**config.mk**
```make
export PLATFORM = sky130hd
export DESIGN_NAME = tsr_regs
export DESIGN_NICKNAME = d
export VERILOG_FILES = /design/src/rtl/tsr_pkg.sv /design/src/rtl/tsr_font_sel.sv /design/src/rtl/tsr_regs.sv
export SDC_FILE = /design/constraint.sdc
export NUM_CORES = 1
export LEC_CHECK = 0
export BUFFER_PORTS_ARGS = -buffer_cell sky130_fd_sc_hd__buf_4
export CORE_ASPECT_RATIO = 0.8
export CORE_MARGIN = 1.5
export CORE_UTILIZATION = 46
export CTS_CLUSTER_DIAMETER = 60
export DETAILED_ROUTE_END_ITERATION = 8
export GPL_ROUTABILITY_DRIVEN = 0
export PLACE_DENSITY = 0.79
export SLEW_MARGIN = 20
export SYNTH_ARGS = -nofsm -noshare
export SYNTH_HDL_FRONTEND = slang
export SYNTH_SLANG_ARGS = --single-unit
```
**constraint.sdc**
```tcl
create_clock -name clk -period 2.1 [get_ports clk]
set_input_delay 0.42 -clock clk [delete_from_list [all_inputs] [get_ports clk]]
set_output_delay 0.42 -clock clk [all_outputs]
set_load 0.005 [all_outputs]
```
**src/rtl/tsr_pkg.sv**
```systemverilog
// Package for the timing sequencer register bank: port addresses, indexes,
// field positions, reset values and the decoded control bundle.
// Assumes a host I/O bus with 16-bit port address and 8-bit data.
package tsr_pkg;
    // Host port addresses
    localparam logic [15:0] INDEX_PORT_ADDR = 16'h03C4;
    localparam logic [15:0] DATA_PORT_ADDR = 16'h03C5;
    // Indexes of the indexed registers
    localparam logic [2:0] IDX_RESET_CTRL = 3'h0;
    localparam logic [2:0] IDX_SEQ_MODE = 3'h1;
    localparam logic [2:0] IDX_PLANE_MASK = 3'h2;
    localparam logic [2:0] IDX_FONT_CHOICE = 3'h3;
    localparam logic [2:0] IDX_MEM_MODE = 3'h4;
    localparam logic [2:0] IDX_RESERVED = 3'h5;
    localparam logic [2:0] IDX_STATE_CTRL = 3'h6;
    localparam logic [2:0] IDX_AUX_MODE = 3'h7;
    // Writable bit masks; other bits read zero
    localparam logic [7:0] MASK_INDEX = 8'h07;
    localparam logic [7:0] MASK_RESET_CTRL = 8'h03;
    localparam logic [7:0] MASK_SEQ_MODE = 8'h3D;
    localparam logic [7:0] MASK_PLANE_MASK = 8'h0F;
    localparam logic [7:0] MASK_FONT_CHOICE = 8'h3F;
    localparam logic [7:0] MASK_MEM_MODE = 8'h0E;
    localparam logic [7:0] MASK_STATE_CTRL = 8'hF6;
    localparam logic [7:0] MASK_AUX_MODE = 8'hFD;
    // Field positions
    localparam int RST_ASYNC_BIT = 0;
    localparam int RST_SYNC_BIT = 1;
    localparam int MODE_STATE_BIT = 0;
    localparam int MODE_LOAD_HALF_BIT = 2;
    localparam int MODE_DOT_HALF_BIT = 3;
    localparam int MODE_SHIFT4_BIT = 4;
    localparam int MODE_SCREEN_OFF_BIT = 5;
    localparam int STATE_EXT_LO_BIT = 1;
    localparam int STATE_EXT_HI_BIT = 2;
    localparam int VSC_KEEP_LSB = 0;
    // Reset values
    localparam logic [7:0] RST_INDEX = 8'h00;
    localparam logic [7:0] RST_RESET_CTRL = 8'h03;
    localparam logic [7:0] RST_SEQ_MODE = 8'h00;
    localparam logic [7:0] RST_PLANE_MASK = 8'h0F;
    localparam logic [7:0] RST_FONT_CHOICE = 8'h00;
    localparam logic [7:0] RST_OTHER = 8'h00;
    // Bits 5:3 of the first video system configuration register cleared on halt
    localparam logic [7:0] VSC_HALT_CLEAR = 8'h38;
    // Width of a font memory offset (up to 56K)
    localparam int FONT_OFS_W = 16;

    // Decoded controls sent to the sequencer
    typedef struct packed {
        logic run;
        logic screen_blank;
        logic load_quarter;
        logic dot_half;
        logic load_half;
        logic [4:0] dots_per_char;
        logic [3:0] plane_we;
    } tsr_ctrl_s;
endpackage : tsr_pkg

```
**src/rtl/tsr_font_sel.sv**
```systemverilog
// Font selector: picks field A or B of the font choice register by the
// attribute bit and maps the code to a font memory offset.
// Assumes all inputs are on clk; output is registered.
`timescale 1ns/10ps
module tsr_font_sel (
    input wire logic clk,
    input wire logic srst,
    input wire logic [7:0] font_choice,
    input wire logic attr_bit3,
    input wire logic ext_font_en,
    input wire logic [2:0] font_pointer,
    output logic [15:0] font_offset
);
    logic [2:0] code; // Selected three-bit font code
    logic [15:0] offset_d;
    logic [15:0] offset_q;

    // Pick source code, then map to offset in 8K units
    always_comb begin
        if (ext_font_en) begin
            code = font_pointer;
        end else if (attr_bit3) begin
            code = {font_choice[5], font_choice[3], font_choice[2]};
        end else begin
            code = {font_choice[4], font_choice[1], font_choice[0]};
        end
        // Low two bits give 16K steps, top bit adds 8K
        offset_d = {code[1:0], code[2], 13'h0000};
    end

    // Register the offset
    always_ff @(posedge clk) begin
        if (srst) begin
            offset_q <= 16'h0000;
        end else begin
            offset_q <= offset_d;
        end
    end

    assign font_offset = offset_q;

    a_font_map: assert property (@(posedge clk) disable iff (srst)
        !ext_font_en && !attr_bit3 && font_choice[4] && !font_choice[1] && !font_choice[0]
        |=> font_offset == 16'h2000)
        else $error("font code 100 must map to 8K");
    // Bypass takes the external pointer and ignores both fields
    a_font_bypass: assert property (@(posedge clk) disable iff (srst)
        ext_font_en && font_pointer == 3'h7 |=> font_offset == 16'hE000)
        else $error("bypass pointer 111 must map to 56K");
endmodule : tsr_font_sel

```
**src/rtl/tsr_regs.sv**
```systemverilog
// Timing sequencer register bank behind an index port and a data port.
// Assumes host I/O strobes and the attribute inputs are on clk.
//
// Overview of operation
// - Index port holds three bits, steers data port
// - Indexes 0-7 map registers, 5 reserved
// - Either reset bit zero clears and halts
// - Sequencer runs only with both bits set
// - Synchronous halt clears config bits 5:3
// - Mode bit 5 blanks screen, fast access
// - Mode bit 4 loads shifter quarter rate
// - Mode bit 3 halves dot clock
// - Mode bit 2 loads latches half rate
// - Mode bit 0 picks nine or eight dots
// - Extended bits with bit 0 give dots
// - Mask bits 3:0 gate plane writes
// - Attribute bit 3 picks field A or B
// - Font code maps to font memory offset
// - Attribute register bit 7 bypasses register
`timescale 1ns/10ps
module tsr_regs (
    input wire logic clk,
    input wire logic srst,
    input wire logic [15:0] io_addr,
    input wire logic io_wr,
    input wire logic io_rd,
    input wire logic [7:0] io_wdata,
    output logic [7:0] io_rdata,
    output logic io_rdata_valid,
    input wire logic attr_bit3,
    input wire logic attr_font_bypass,
    input wire logic [2:0] font_pointer,
    output tsr_pkg::tsr_ctrl_s seq_ctrl,
    output logic [1:0] seq_state_ext,
    output logic [2:0] seq_char_dot,
    output logic vsc_halt_clear,
    output logic [15:0] font_offset,
    output logic [7:0] mem_mode,
    output logic [7:0] state_ctrl,
    output logic [7:0] aux_mode
);
    // Index plus eight indexed registers (entry 5 unused, reads zero)
    logic [7:0] index_q;
    logic [7:0] index_d;
    logic [7:0] regs_q [8];
    logic [7:0] regs_d [8];
    logic [7:0] rdata_q;
    logic [7:0] rdata_d;
    logic rvalid_q;
    logic rvalid_d;
    logic [7:0] wmask [8]; // Writable bits per index
    logic idx_hit;
    logic dat_hit;
    tsr_pkg::tsr_ctrl_s ctrl_d;
    tsr_pkg::tsr_ctrl_s ctrl_q;
    logic halt_clr_q;
    logic [2:0] cnt_q; // Character dot phase counter
    logic [2:0] cnt_d;

    assign wmask[0] = tsr_pkg::MASK_RESET_CTRL;
    assign wmask[1] = tsr_pkg::MASK_SEQ_MODE;
    assign wmask[2] = tsr_pkg::MASK_PLANE_MASK;
    assign wmask[3] = tsr_pkg::MASK_FONT_CHOICE;
    assign wmask[4] = tsr_pkg::MASK_MEM_MODE;
    assign wmask[5] = 8'h00;
    assign wmask[6] = tsr_pkg::MASK_STATE_CTRL;
    assign wmask[7] = tsr_pkg::MASK_AUX_MODE;

    assign idx_hit = (io_addr == tsr_pkg::INDEX_PORT_ADDR);
    assign dat_hit = (io_addr == tsr_pkg::DATA_PORT_ADDR);

    // Index port: only three bits kept
    always_comb begin
        index_d = index_q;
        if (io_wr && idx_hit) begin
            index_d = io_wdata & tsr_pkg::MASK_INDEX;
        end
    end

    // Indexed registers: one loop, write lands only on the indexed entry
    generate
        for (genvar i = 0; i < 8; i++) begin : g_reg
            always_comb begin
                regs_d[i] = regs_q[i];
                if (io_wr && dat_hit && index_q[2:0] == 3'(i)) begin
                    regs_d[i] = io_wdata & wmask[i];
                end
            end
            always_ff @(posedge clk) begin
                if (srst) begin
                    regs_q[i] <= (i == 0) ? tsr_pkg::RST_RESET_CTRL :
                                 (i == 2) ? tsr_pkg::RST_PLANE_MASK : tsr_pkg::RST_OTHER;
                end else begin
                    regs_q[i] <= regs_d[i];
                end
            end
        end
    endgenerate

    // Read path: data valid one cycle after the read strobe
    always_comb begin
        rdata_d = rdata_q;
        rvalid_d = 1'b0;
        if (io_rd && idx_hit) begin
            rdata_d = index_q;
            rvalid_d = 1'b1;
        end else if (io_rd && dat_hit) begin
            rdata_d = regs_q[index_q[2:0]];
            rvalid_d = 1'b1;
        end
    end

    always_ff @(posedge clk) begin
        if (srst) begin
            index_q <= tsr_pkg::RST_INDEX;
            rdata_q <= 8'h00;
            rvalid_q <= 1'b0;
        end else begin
            index_q <= index_d;
            rdata_q <= rdata_d;
            rvalid_q <= rvalid_d;
        end
    end

    // Decode controls; dots per character from extended state and bit 0
    always_comb begin
        logic [2:0] sel;
        sel = {regs_q[6][tsr_pkg::STATE_EXT_HI_BIT], regs_q[6][tsr_pkg::STATE_EXT_LO_BIT],
               regs_q[1][tsr_pkg::MODE_STATE_BIT]};
        ctrl_d.run = regs_q[0][tsr_pkg::RST_ASYNC_BIT] &
                     regs_q[0][tsr_pkg::RST_SYNC_BIT];
        ctrl_d.screen_blank = regs_q[1][tsr_pkg::MODE_SCREEN_OFF_BIT];
        ctrl_d.load_quarter = regs_q[1][tsr_pkg::MODE_SHIFT4_BIT];
        ctrl_d.dot_half = regs_q[1][tsr_pkg::MODE_DOT_HALF_BIT];
        ctrl_d.load_half = regs_q[1][tsr_pkg::MODE_LOAD_HALF_BIT];
        ctrl_d.plane_we = regs_q[2][3:0];
        case (sel)
            3'h7: ctrl_d.dots_per_char = 5'h10;
            3'h4: ctrl_d.dots_per_char = 5'h0C;
            3'h3: ctrl_d.dots_per_char = 5'h0B;
            3'h2: ctrl_d.dots_per_char = 5'h0A;
            3'h1: ctrl_d.dots_per_char = 5'h08;
            3'h0: ctrl_d.dots_per_char = 5'h09;
            3'h5: ctrl_d.dots_per_char = 5'h07;
            3'h6: ctrl_d.dots_per_char = 5'h06;
            default: ctrl_d.dots_per_char = 5'h09;
        endcase
    end

    // Sequencer phase counter: cleared and frozen while halted
    always_comb begin
        if (!ctrl_q.run) begin
            cnt_d = 3'h0;
        end else begin
            cnt_d = 3'(cnt_q + 3'h1);
        end
    end

    always_ff @(posedge clk) begin
        if (srst) begin
            ctrl_q <= '0;
            halt_clr_q <= 1'b0;
            cnt_q <= 3'h0;
        end else begin
            ctrl_q <= ctrl_d;
            halt_clr_q <= ~regs_q[0][tsr_pkg::RST_SYNC_BIT];
            cnt_q <= cnt_d;
        end
    end

    tsr_font_sel u_font (
        .clk(clk),
        .srst(srst),
        .font_choice(regs_q[3]),
        .attr_bit3(attr_bit3),
        .ext_font_en(attr_font_bypass),
        .font_pointer(font_pointer),
        .font_offset(font_offset)
    );

    assign io_rdata = rdata_q;
    assign io_rdata_valid = rvalid_q;
    assign seq_ctrl = ctrl_q;
    assign seq_state_ext = regs_q[6][2:1];
    assign seq_char_dot = cnt_q;
    assign vsc_halt_clear = halt_clr_q;
    assign mem_mode = regs_q[4];
    assign state_ctrl = regs_q[6];
    assign aux_mode = regs_q[7];

    a_halt_stops: assert property (@(posedge clk) disable iff (srst)
        !regs_q[0][1] ##1 1'b1 |=> seq_char_dot == 3'h0)
        else $error("halted sequencer must hold zero");
    a_run_both: assert property (@(posedge clk) disable iff (srst)
        seq_ctrl.run |-> $past(regs_q[0][1:0]) == 2'h3)
        else $error("run without both reset bits");
    a_idx_write: assert property (@(posedge clk) disable iff (srst)
        io_wr && idx_hit |=> index_q == {5'h00, $past(io_wdata[2:0])})
        else $error("index port not captured");
    a_data_keeps: assert property (@(posedge clk) disable iff (srst)
        io_wr && dat_hit |=> $stable(index_q))
        else $error("data write changed index");
    a_reserved_zero: assert property (@(posedge clk) disable iff (srst)
        io_rd && dat_hit && index_q[2:0] == 3'h5 |=> io_rdata == 8'h00)
        else $error("reserved index read nonzero");
    a_halt_vsc: assert property (@(posedge clk) disable iff (srst)
        !regs_q[0][1] |=> vsc_halt_clear)
        else $error("halt did not clear config bits");
    a_blank_mode: assert property (@(posedge clk) disable iff (srst)
        regs_q[1][5] |=> seq_ctrl.screen_blank)
        else $error("screen blank not forced");
    a_dots_nine: assert property (@(posedge clk) disable iff (srst)
        regs_q[1][0] == 1'b0 && regs_q[6][2:1] == 2'h0 |=> seq_ctrl.dots_per_char == 5'h09)
        else $error("state 0 must give nine dots");
    a_plane_mask: assert property (@(posedge clk) disable iff (srst)
        1'b1 |=> seq_ctrl.plane_we == $past(regs_q[2][3:0]))
        else $error("plane enables do not follow mask");
    // The async control bit halts on its own, not only the sync bit
    a_halt_async: assert property (@(posedge clk) disable iff (srst)
        !regs_q[0][0] |=> !seq_ctrl.run)
        else $error("async bit clear did not halt");
    // A running sequencer steps its phase by one every clock
    a_run_count: assert property (@(posedge clk) disable iff (srst)
        seq_ctrl.run |=> seq_char_dot == 3'($past(seq_char_dot) + 3'h1))
        else $error("running sequencer did not advance");
    a_dots_sixteen: assert property (@(posedge clk) disable iff (srst)
        regs_q[1][0] && regs_q[6][2:1] == 2'h3 |=> seq_ctrl.dots_per_char == 5'h10)
        else $error("state 11/1 must give sixteen dots");
endmodule : tsr_regs

```
==> results of run 1 <==
[path summary, 6_finish.rpt]
check | start | end
setup / recovery | flip-flop | io_rdata[1]
setup reg to reg | flip-flop | io_rdata[1]
hold / removal | font_pointer[0] | u_font.font_offset[14]
hold reg to reg | seq_char_dot[0] | seq_char_dot[0]
[power breakdown]
group	internal (µW)	total (µW)	switching, µW
logic	71.8	150	78.2
clock network	577	1050	475
registers	1320	1320	4.05
total	1970	2530	557
[cells in the mapped netlist, types with 2 or more instances]
cell / number / area (µm²)
a211oi_1: 2 / 15.01
and3b_1: 3 / 26.28
o21ai_0: 4 / 20.02
a21boi_0: 2 / 15.01
buf_1: 4 / 15.01
buf_2: 5 / 25.02
and3_1: 5 / 31.28
clkbuf_1: 7 / 26.28
or4_1: 4 / 30.03
nor3_1: 2 / 10.01
mux4_2: 2 / 45.04
nor2_1: 28 / 105.1
a21oi_1: 11 / 55.05
ha_1: 4 / 50.05
a2bb2oi_1: 2 / 17.52
nor4_4: 2 / 42.54
mux2_2: 2 / 22.52
o2111ai_1: 2 / 17.52
nand2_1: 44 / 165.2
nand3_1: 2 / 10.01
a2111oi_0: 2 / 17.52
nor4b_4: 2 / 47.55
buf_4: 23 / 172.7
dfxtp_1: 69 / 1381
inv_1: 12 / 45.04
mux2i_1: 48 / 480.5
nor2b_1: 8 / 50.05
[state kept, by name (all words and copies together) (netlist names), named ones only]
register,flops
seq_ctrl,14
seq_char_dot,3
u_font.font_offset,3
regs_q,33
io_rdata_valid,1
io_rdata,8
vsc_halt_clear,1
index_q,3
[logic make-up (layout without fill, tap and decap cells)]
group | Yosys count | in the layout | synth area share
AND/OR/NAND/NOR | 113 | 113 | 0.2042
flip-flops | 69 | 69 | 0.4386
buffers and inverters | 53 | 123 | 0.09495
multiplexers | 52 | 52 | 0.1740
AO/OA/AOI/OAI | 32 | 32 | 0.06834
adder cells (fa/ha/maj) | 4 | 4 | 0.01589
other | 1 | 21 | 0.001191
XOR/XNOR | 1 | 1 | 0.002782
[worst max-delay path: stages, from the launching register on]
cell       delay, ps
dfxtp_1          590
mux4_2           580
a211o_1          310
o2111ai_1         70
a21oi_1           90
[per-layer routing]
layer  GRT usage  part of all wire  up-vias
met3     0.08532             0.078       11
met1      0.2819              0.46     1211
li1            -                 -     1243
met4     0.05441             0.012        0
met5           0                 0        -
met2      0.3340              0.45       97
[metrics by stage]
stage | instance area [µm²] | hold WS (ps) | utilization
4_1_cts | 3990 | 282.1 | 0.6133
2_1_floorplan | 3224 | 414.0 | -
6_report | 3990 | 306.1 | 0.6133
5_1_grt | 3990 | 294.2 | 0.6133
3_3_place_gp | 3797 | 430.4 | 0.5837
3_5_place_dp | 3797 | 435.8 | 0.5837
[area by class of cell]
cell class | instances | area (µm²)
fill | 580 | 2516
clock inverter | 4 | 47.55
tap | 84 | 105.1
timing repair buffer | 94 | 718.2
clock buffer | 12 | 145.1
inverter | 13 | 48.80
multi-input combinational | 223 | 1544
sequential | 69 | 1381
==> reports/metrics.cfg, run 1 <==
[power]
design_power_total_uw=2526
power_per_cell_area_mw_per_mm2=633.0
power.leakage_uw=0.001799
power.ir.vdd_worst_mv=0.5503

[clocking]
cts_root_buffer=clkbuf_8
post_cts_buffers=0
clock_insertion_delay_at_the_later_pin_of_the_skew_report_ps=340
clkTransAtPathRegs_ps=70
cts_htree_levels=3
post_cts.resized_instances=0
number_of_buffers_added_by_the_clock_tree_synthesis_step=9
clock_sinks=69
cts-root-to-sink-buffers=2
cts_tree=done
hold_fix_buffers_cts=0

[global_route]
globalRouteOverflowTotal=0
maximum_number_of_pins_on_one_net_before_global_route_repair=45
first_global_vias=2467
grt_antenna_before_repair=0
wire_length_of_the_first_global_routing_pass_um=12030
grtUsageTotal=0.2166

[min_path]
hold_path_class=in -> reg
whs_path_depth=3

[worst_setup_path]
ff2ff_path_depth=4
worstPathMaxFanout=12
setup.reg_to_reg.worst_slack_ps=330
critPathKind=reg -> reg
start_kind=flip-flop
cp-end-kind=flip-flop
cp_data_required_time_ps=2320
worst_ep_arrival_time_ps=1990

[synth]
synthesis.yosys.warnings=0
yosysUniqueCellTypes=51
post_synth_inst_count=325
synthArstFlopShare=0
yosys_register_bits=69
synth_edf_count=0
synth_area_mm2=0.003149
synth_sequential_area_ratio=0.4386
postSynthAreaPerCell_um2=9.690
synthFlopType=dfxtp_1

[timing]
setup_viol=0
finalWorstPathRequiredPeriod_ps=1767
final_max_slew_viol_count=0
setup_tns_ps=0
rsz_0062_raised_after_global_routing=false
setup_slack_ps=332.7
achievable-frequency_mhz=565.8
min_period_over_period=0.8416
fin_hold_viols=0
finalClockSkew_ps=6.293

[final_layout]
antenna_cells_inserted=0
final_net_count=447
layout.cells.most_common_list=buf_4, dfxtp_1, mux2i_1, nand2_1, nor2_1
syn_to_final_growth_pct=26.70
layout_cell_share_with_drive_strength_beyond_1=0.3012
mostFrequentLayoutCell=buf_4
final_cells=499

[floorplan]
die-area_mm2=0.007355
starting_utilization_of_the_core_area=0.4840
total_number_of_placement_rows=26
core_area_mm2=0.006506
chipWidth_um=95.51
boundaryPins=102
die-height_um=77.01

[outcome]
run_status=finished, final reports clean

[drt]
remaining_drc_errors=0
finalWirelength_um=7443
vias=2562
detailedRoute.firstPassIterationCount=4
dr.first_iter.drc_count=199
detail_route.wl_per_cell_um=14.92
detail_route.vias_per_cell=5.134
remaining_antenna_violation_count_after_routing=0

[placed_design]
placed_cells_incl_taps=483
port_buffers=80
place_hpwl_um=5620
post_place_worst_slack_ps=61.35

[flow_run]
maxCapViolations=0

Note: power is estimated with default switching activity, not from simulation.
==> run 2, diff against run 1 <==
--- a/config.mk
+++ b/config.mk
@@ -12,7 +12,7 @@
 export CTS_CLUSTER_DIAMETER = 60
 export DETAILED_ROUTE_END_ITERATION = 8
 export GPL_ROUTABILITY_DRIVEN = 0
-export PLACE_DENSITY = 0.79
+export PLACE_DENSITY = 0.82
 export SLEW_MARGIN = 20
 export SYNTH_ARGS = -nofsm -noshare
 export SYNTH_HDL_FRONTEND = slang
==> constraint.sdc (replaced) <==
create_clock -name clk -period 1.5 [get_ports clk]
set_input_delay 0.3 -clock clk [delete_from_list [all_inputs] [get_ports clk]]
set_output_delay 0.3 -clock clk [all_outputs]
set_load 0.005 [all_outputs]
==> run 2 against run 1 <==
Effect of this change: the run now ends with negative setup slack left; register-to-register slack got worse by 340 ps; worst hold slack got worse by 120 ps; maximum frequency rose by 18%; core utilization rose by 4.3 points; first-iteration DRC count fell by 25%; sequential share of layout area fell by 2.0 points; clock skew rose by 2.2 ps; via count rose by 4.0%; non-clock buffer count rose by 24.
==> reports/metrics.cfg, run 2 (same netlist as run 1, synthesis figures left out) <==
[power]
sw_frac_of_total=0.2173
p_int_uw=2852
power_frac_seq=0.507
psw_uw=791.8
power.share.combinational=0.061
power_per_cell_area_mw_per_mm2=853.1
power.leakage_uw=0.001955
clock_power_share=0.432
power.ir.vdd_worst_mv=0.4920

[drt]
remaining_antenna_violation_count_after_routing=0
remaining_drc_errors=0
dr.first_iter.drc_count=150
vias=2665
detail_route.vias_per_cell=5.096
detailedRoute.firstPassIterationCount=4
finalWirelength_um=7964
detail_route.wl_per_cell_um=15.23

[worst_setup_path]
critPathKind=reg -> reg
worstPathMaxFanout=8
worst-path-buf-inv=1
slowest_stage=a2111oi_1
worst_ep_arrival_time_ps=1800
timing.critical_path.cells=and3b_1, a2bb2oi_1, a2111oi_1, buf_4, mux2_2
critPathMaxStageDelay_ps=420
start_kind=flip-flop
cp_data_required_time_ps=1800
cp-end-kind=flip-flop
critical_path.top_delay_family=compound AO/OA/AOI/OAI gates

[final_layout]
antenna_cells_inserted=0
final_net_count=471
seq_area_mm2=0.001391
multi_input_area_mm2=0.001594
layout_cell_share_with_drive_strength_beyond_1=0.3667
mostFrequentLayoutCell=buf_4
largest_register_ff_count=33
largest_register=regs_q
layout.cells.most_common_list=buf_4, dfxtp_1, mux2i_1, nand2_1, nor2_1
syn_to_final_growth_pct=35.64
fillerInstances=512

[timing]
setup_slack_ps=-3.769
finalClockSkew_ps=8.450
achievable-frequency_mhz=665.0
final_max_slew_viol_count=0
min_period_over_period=1.003
rsz_0062_raised_after_global_routing=true
fin_worst_hold_slack_ps=191.0
finalWorstPathRequiredPeriod_ps=1504
setup_viol=2
fin_hold_viols=0

[placed_design]
port_buffers=80
place_hpwl_um=5765
post_place_worst_slack_ps=-310.3

[floorplan]
core_area_mm2=0.006506
starting_utilization_of_the_core_area=0.4840
die-height_um=77.01
total_number_of_placement_rows=26
die-area_mm2=0.007355
chipWidth_um=95.51
boundaryPins=102

[global_route]
global_route.usage.met3=0.07341
globalRouteOverflowTotal=0
global_route.peak_usage_layer=met2
grt_antenna_before_repair=0
maximum_number_of_pins_on_one_net_before_global_route_repair=45
grtUsageTotal=0.2195
grt_use_met1=0.2827
use_met2=0.3489
wire_length_of_the_first_global_routing_pass_um=12010
first_global_vias=2436

[clocking]
cts_root_buffer=clkbuf_8
cts-root-to-sink-buffers=2
hold_fix_buffers_cts=0
clock_sinks=69
clock_insertion_delay_at_the_later_pin_of_the_skew_report_ps=350
clkTransAtPathRegs_ps=70
cts_htree_levels=3
cts_tree=done
number_of_buffers_added_by_the_clock_tree_synthesis_step=9

[min_path]
min_from=font_pointer[0]
hold_path_class=in -> reg

[outcome]
run_status=finished, violations left
failed_checks=negative setup slack

[flow_run]
maxCapViolations=0

## run 2: power by group through the flow
stage / combinational, µW / clock (µW) / sequential [µW]
after floorplan: 122 / 0 / 1900
after global placement: 214 / 0 / 1890
after detailed placement: 217 / 0 / 1900
after CTS: 219 / 1600 / 1850
after global routing: 244 / 1680 / 1850
final: 222 / 1570 / 1850
## run 2: per-stage QoR
step / total power [µW] / area (µm²) / utilization / cells / setup TNS [ps]
4_1_cts: 3666 / 4210 / 0.6471 / 522 / -6.802
3_5_place_dp: 2112 / 3970 / 0.6102 / 506 / -11190
2_1_floorplan: 2019 / 3233 / - / 345 / -2502
5_1_grt: 3778 / 4272 / 0.6565 / 523 / -431.5
3_3_place_gp: 2109 / 3970 / 0.6102 / 506 / -9635
6_report: 3644 / 4272 / 0.6565 / 523 / -4.340
## run 2: worst register-to-register path: stages, from the launching register on
cell and delay [ps]:
dfxtp_4 380, and3b_1 240, a2bb2oi_1 80, a2111oi_1 420, buf_4 200, mux2_2 130
## run 2: cell type report
type | count | area share
flip-flops and latches | 69 | 0.3257
inverters | 13 | 0.01142
repair buffers | 118 | 0.2156
clock inverters | 3 | 0.009959
clock buffers | 13 | 0.03954
well taps | 84 | 0.02460
multi-input cells | 223 | 0.3732
## run 2: metal layers
metal	up-vias	routed length (µm)
met5	-	0
li1	1293	-
met2	99	3720
met4	0	98
met3	9	713
met1	1264	3432
## run 2: what timing repair did
| item | CTS | global route |
|---|---|---|
| setup buffers | 0 | 1 |
| resized for setup | 10 | 13 |
| endpoints found under the setup margin | 16 | 28 |
| cloned | 0 | 0 |
| pin swaps | 1 | 3 |
## run 2: worst paths after layout
kind,slack (ps),cells past startpoint,end
worst min-delay path,190,3,u_font.font_offset[14]
worst max register to register,-4,5,io_rdata[5]
worst max-delay path,-4,5,io_rdata[5]
worst min register to register,450,1,seq_char_dot[0]
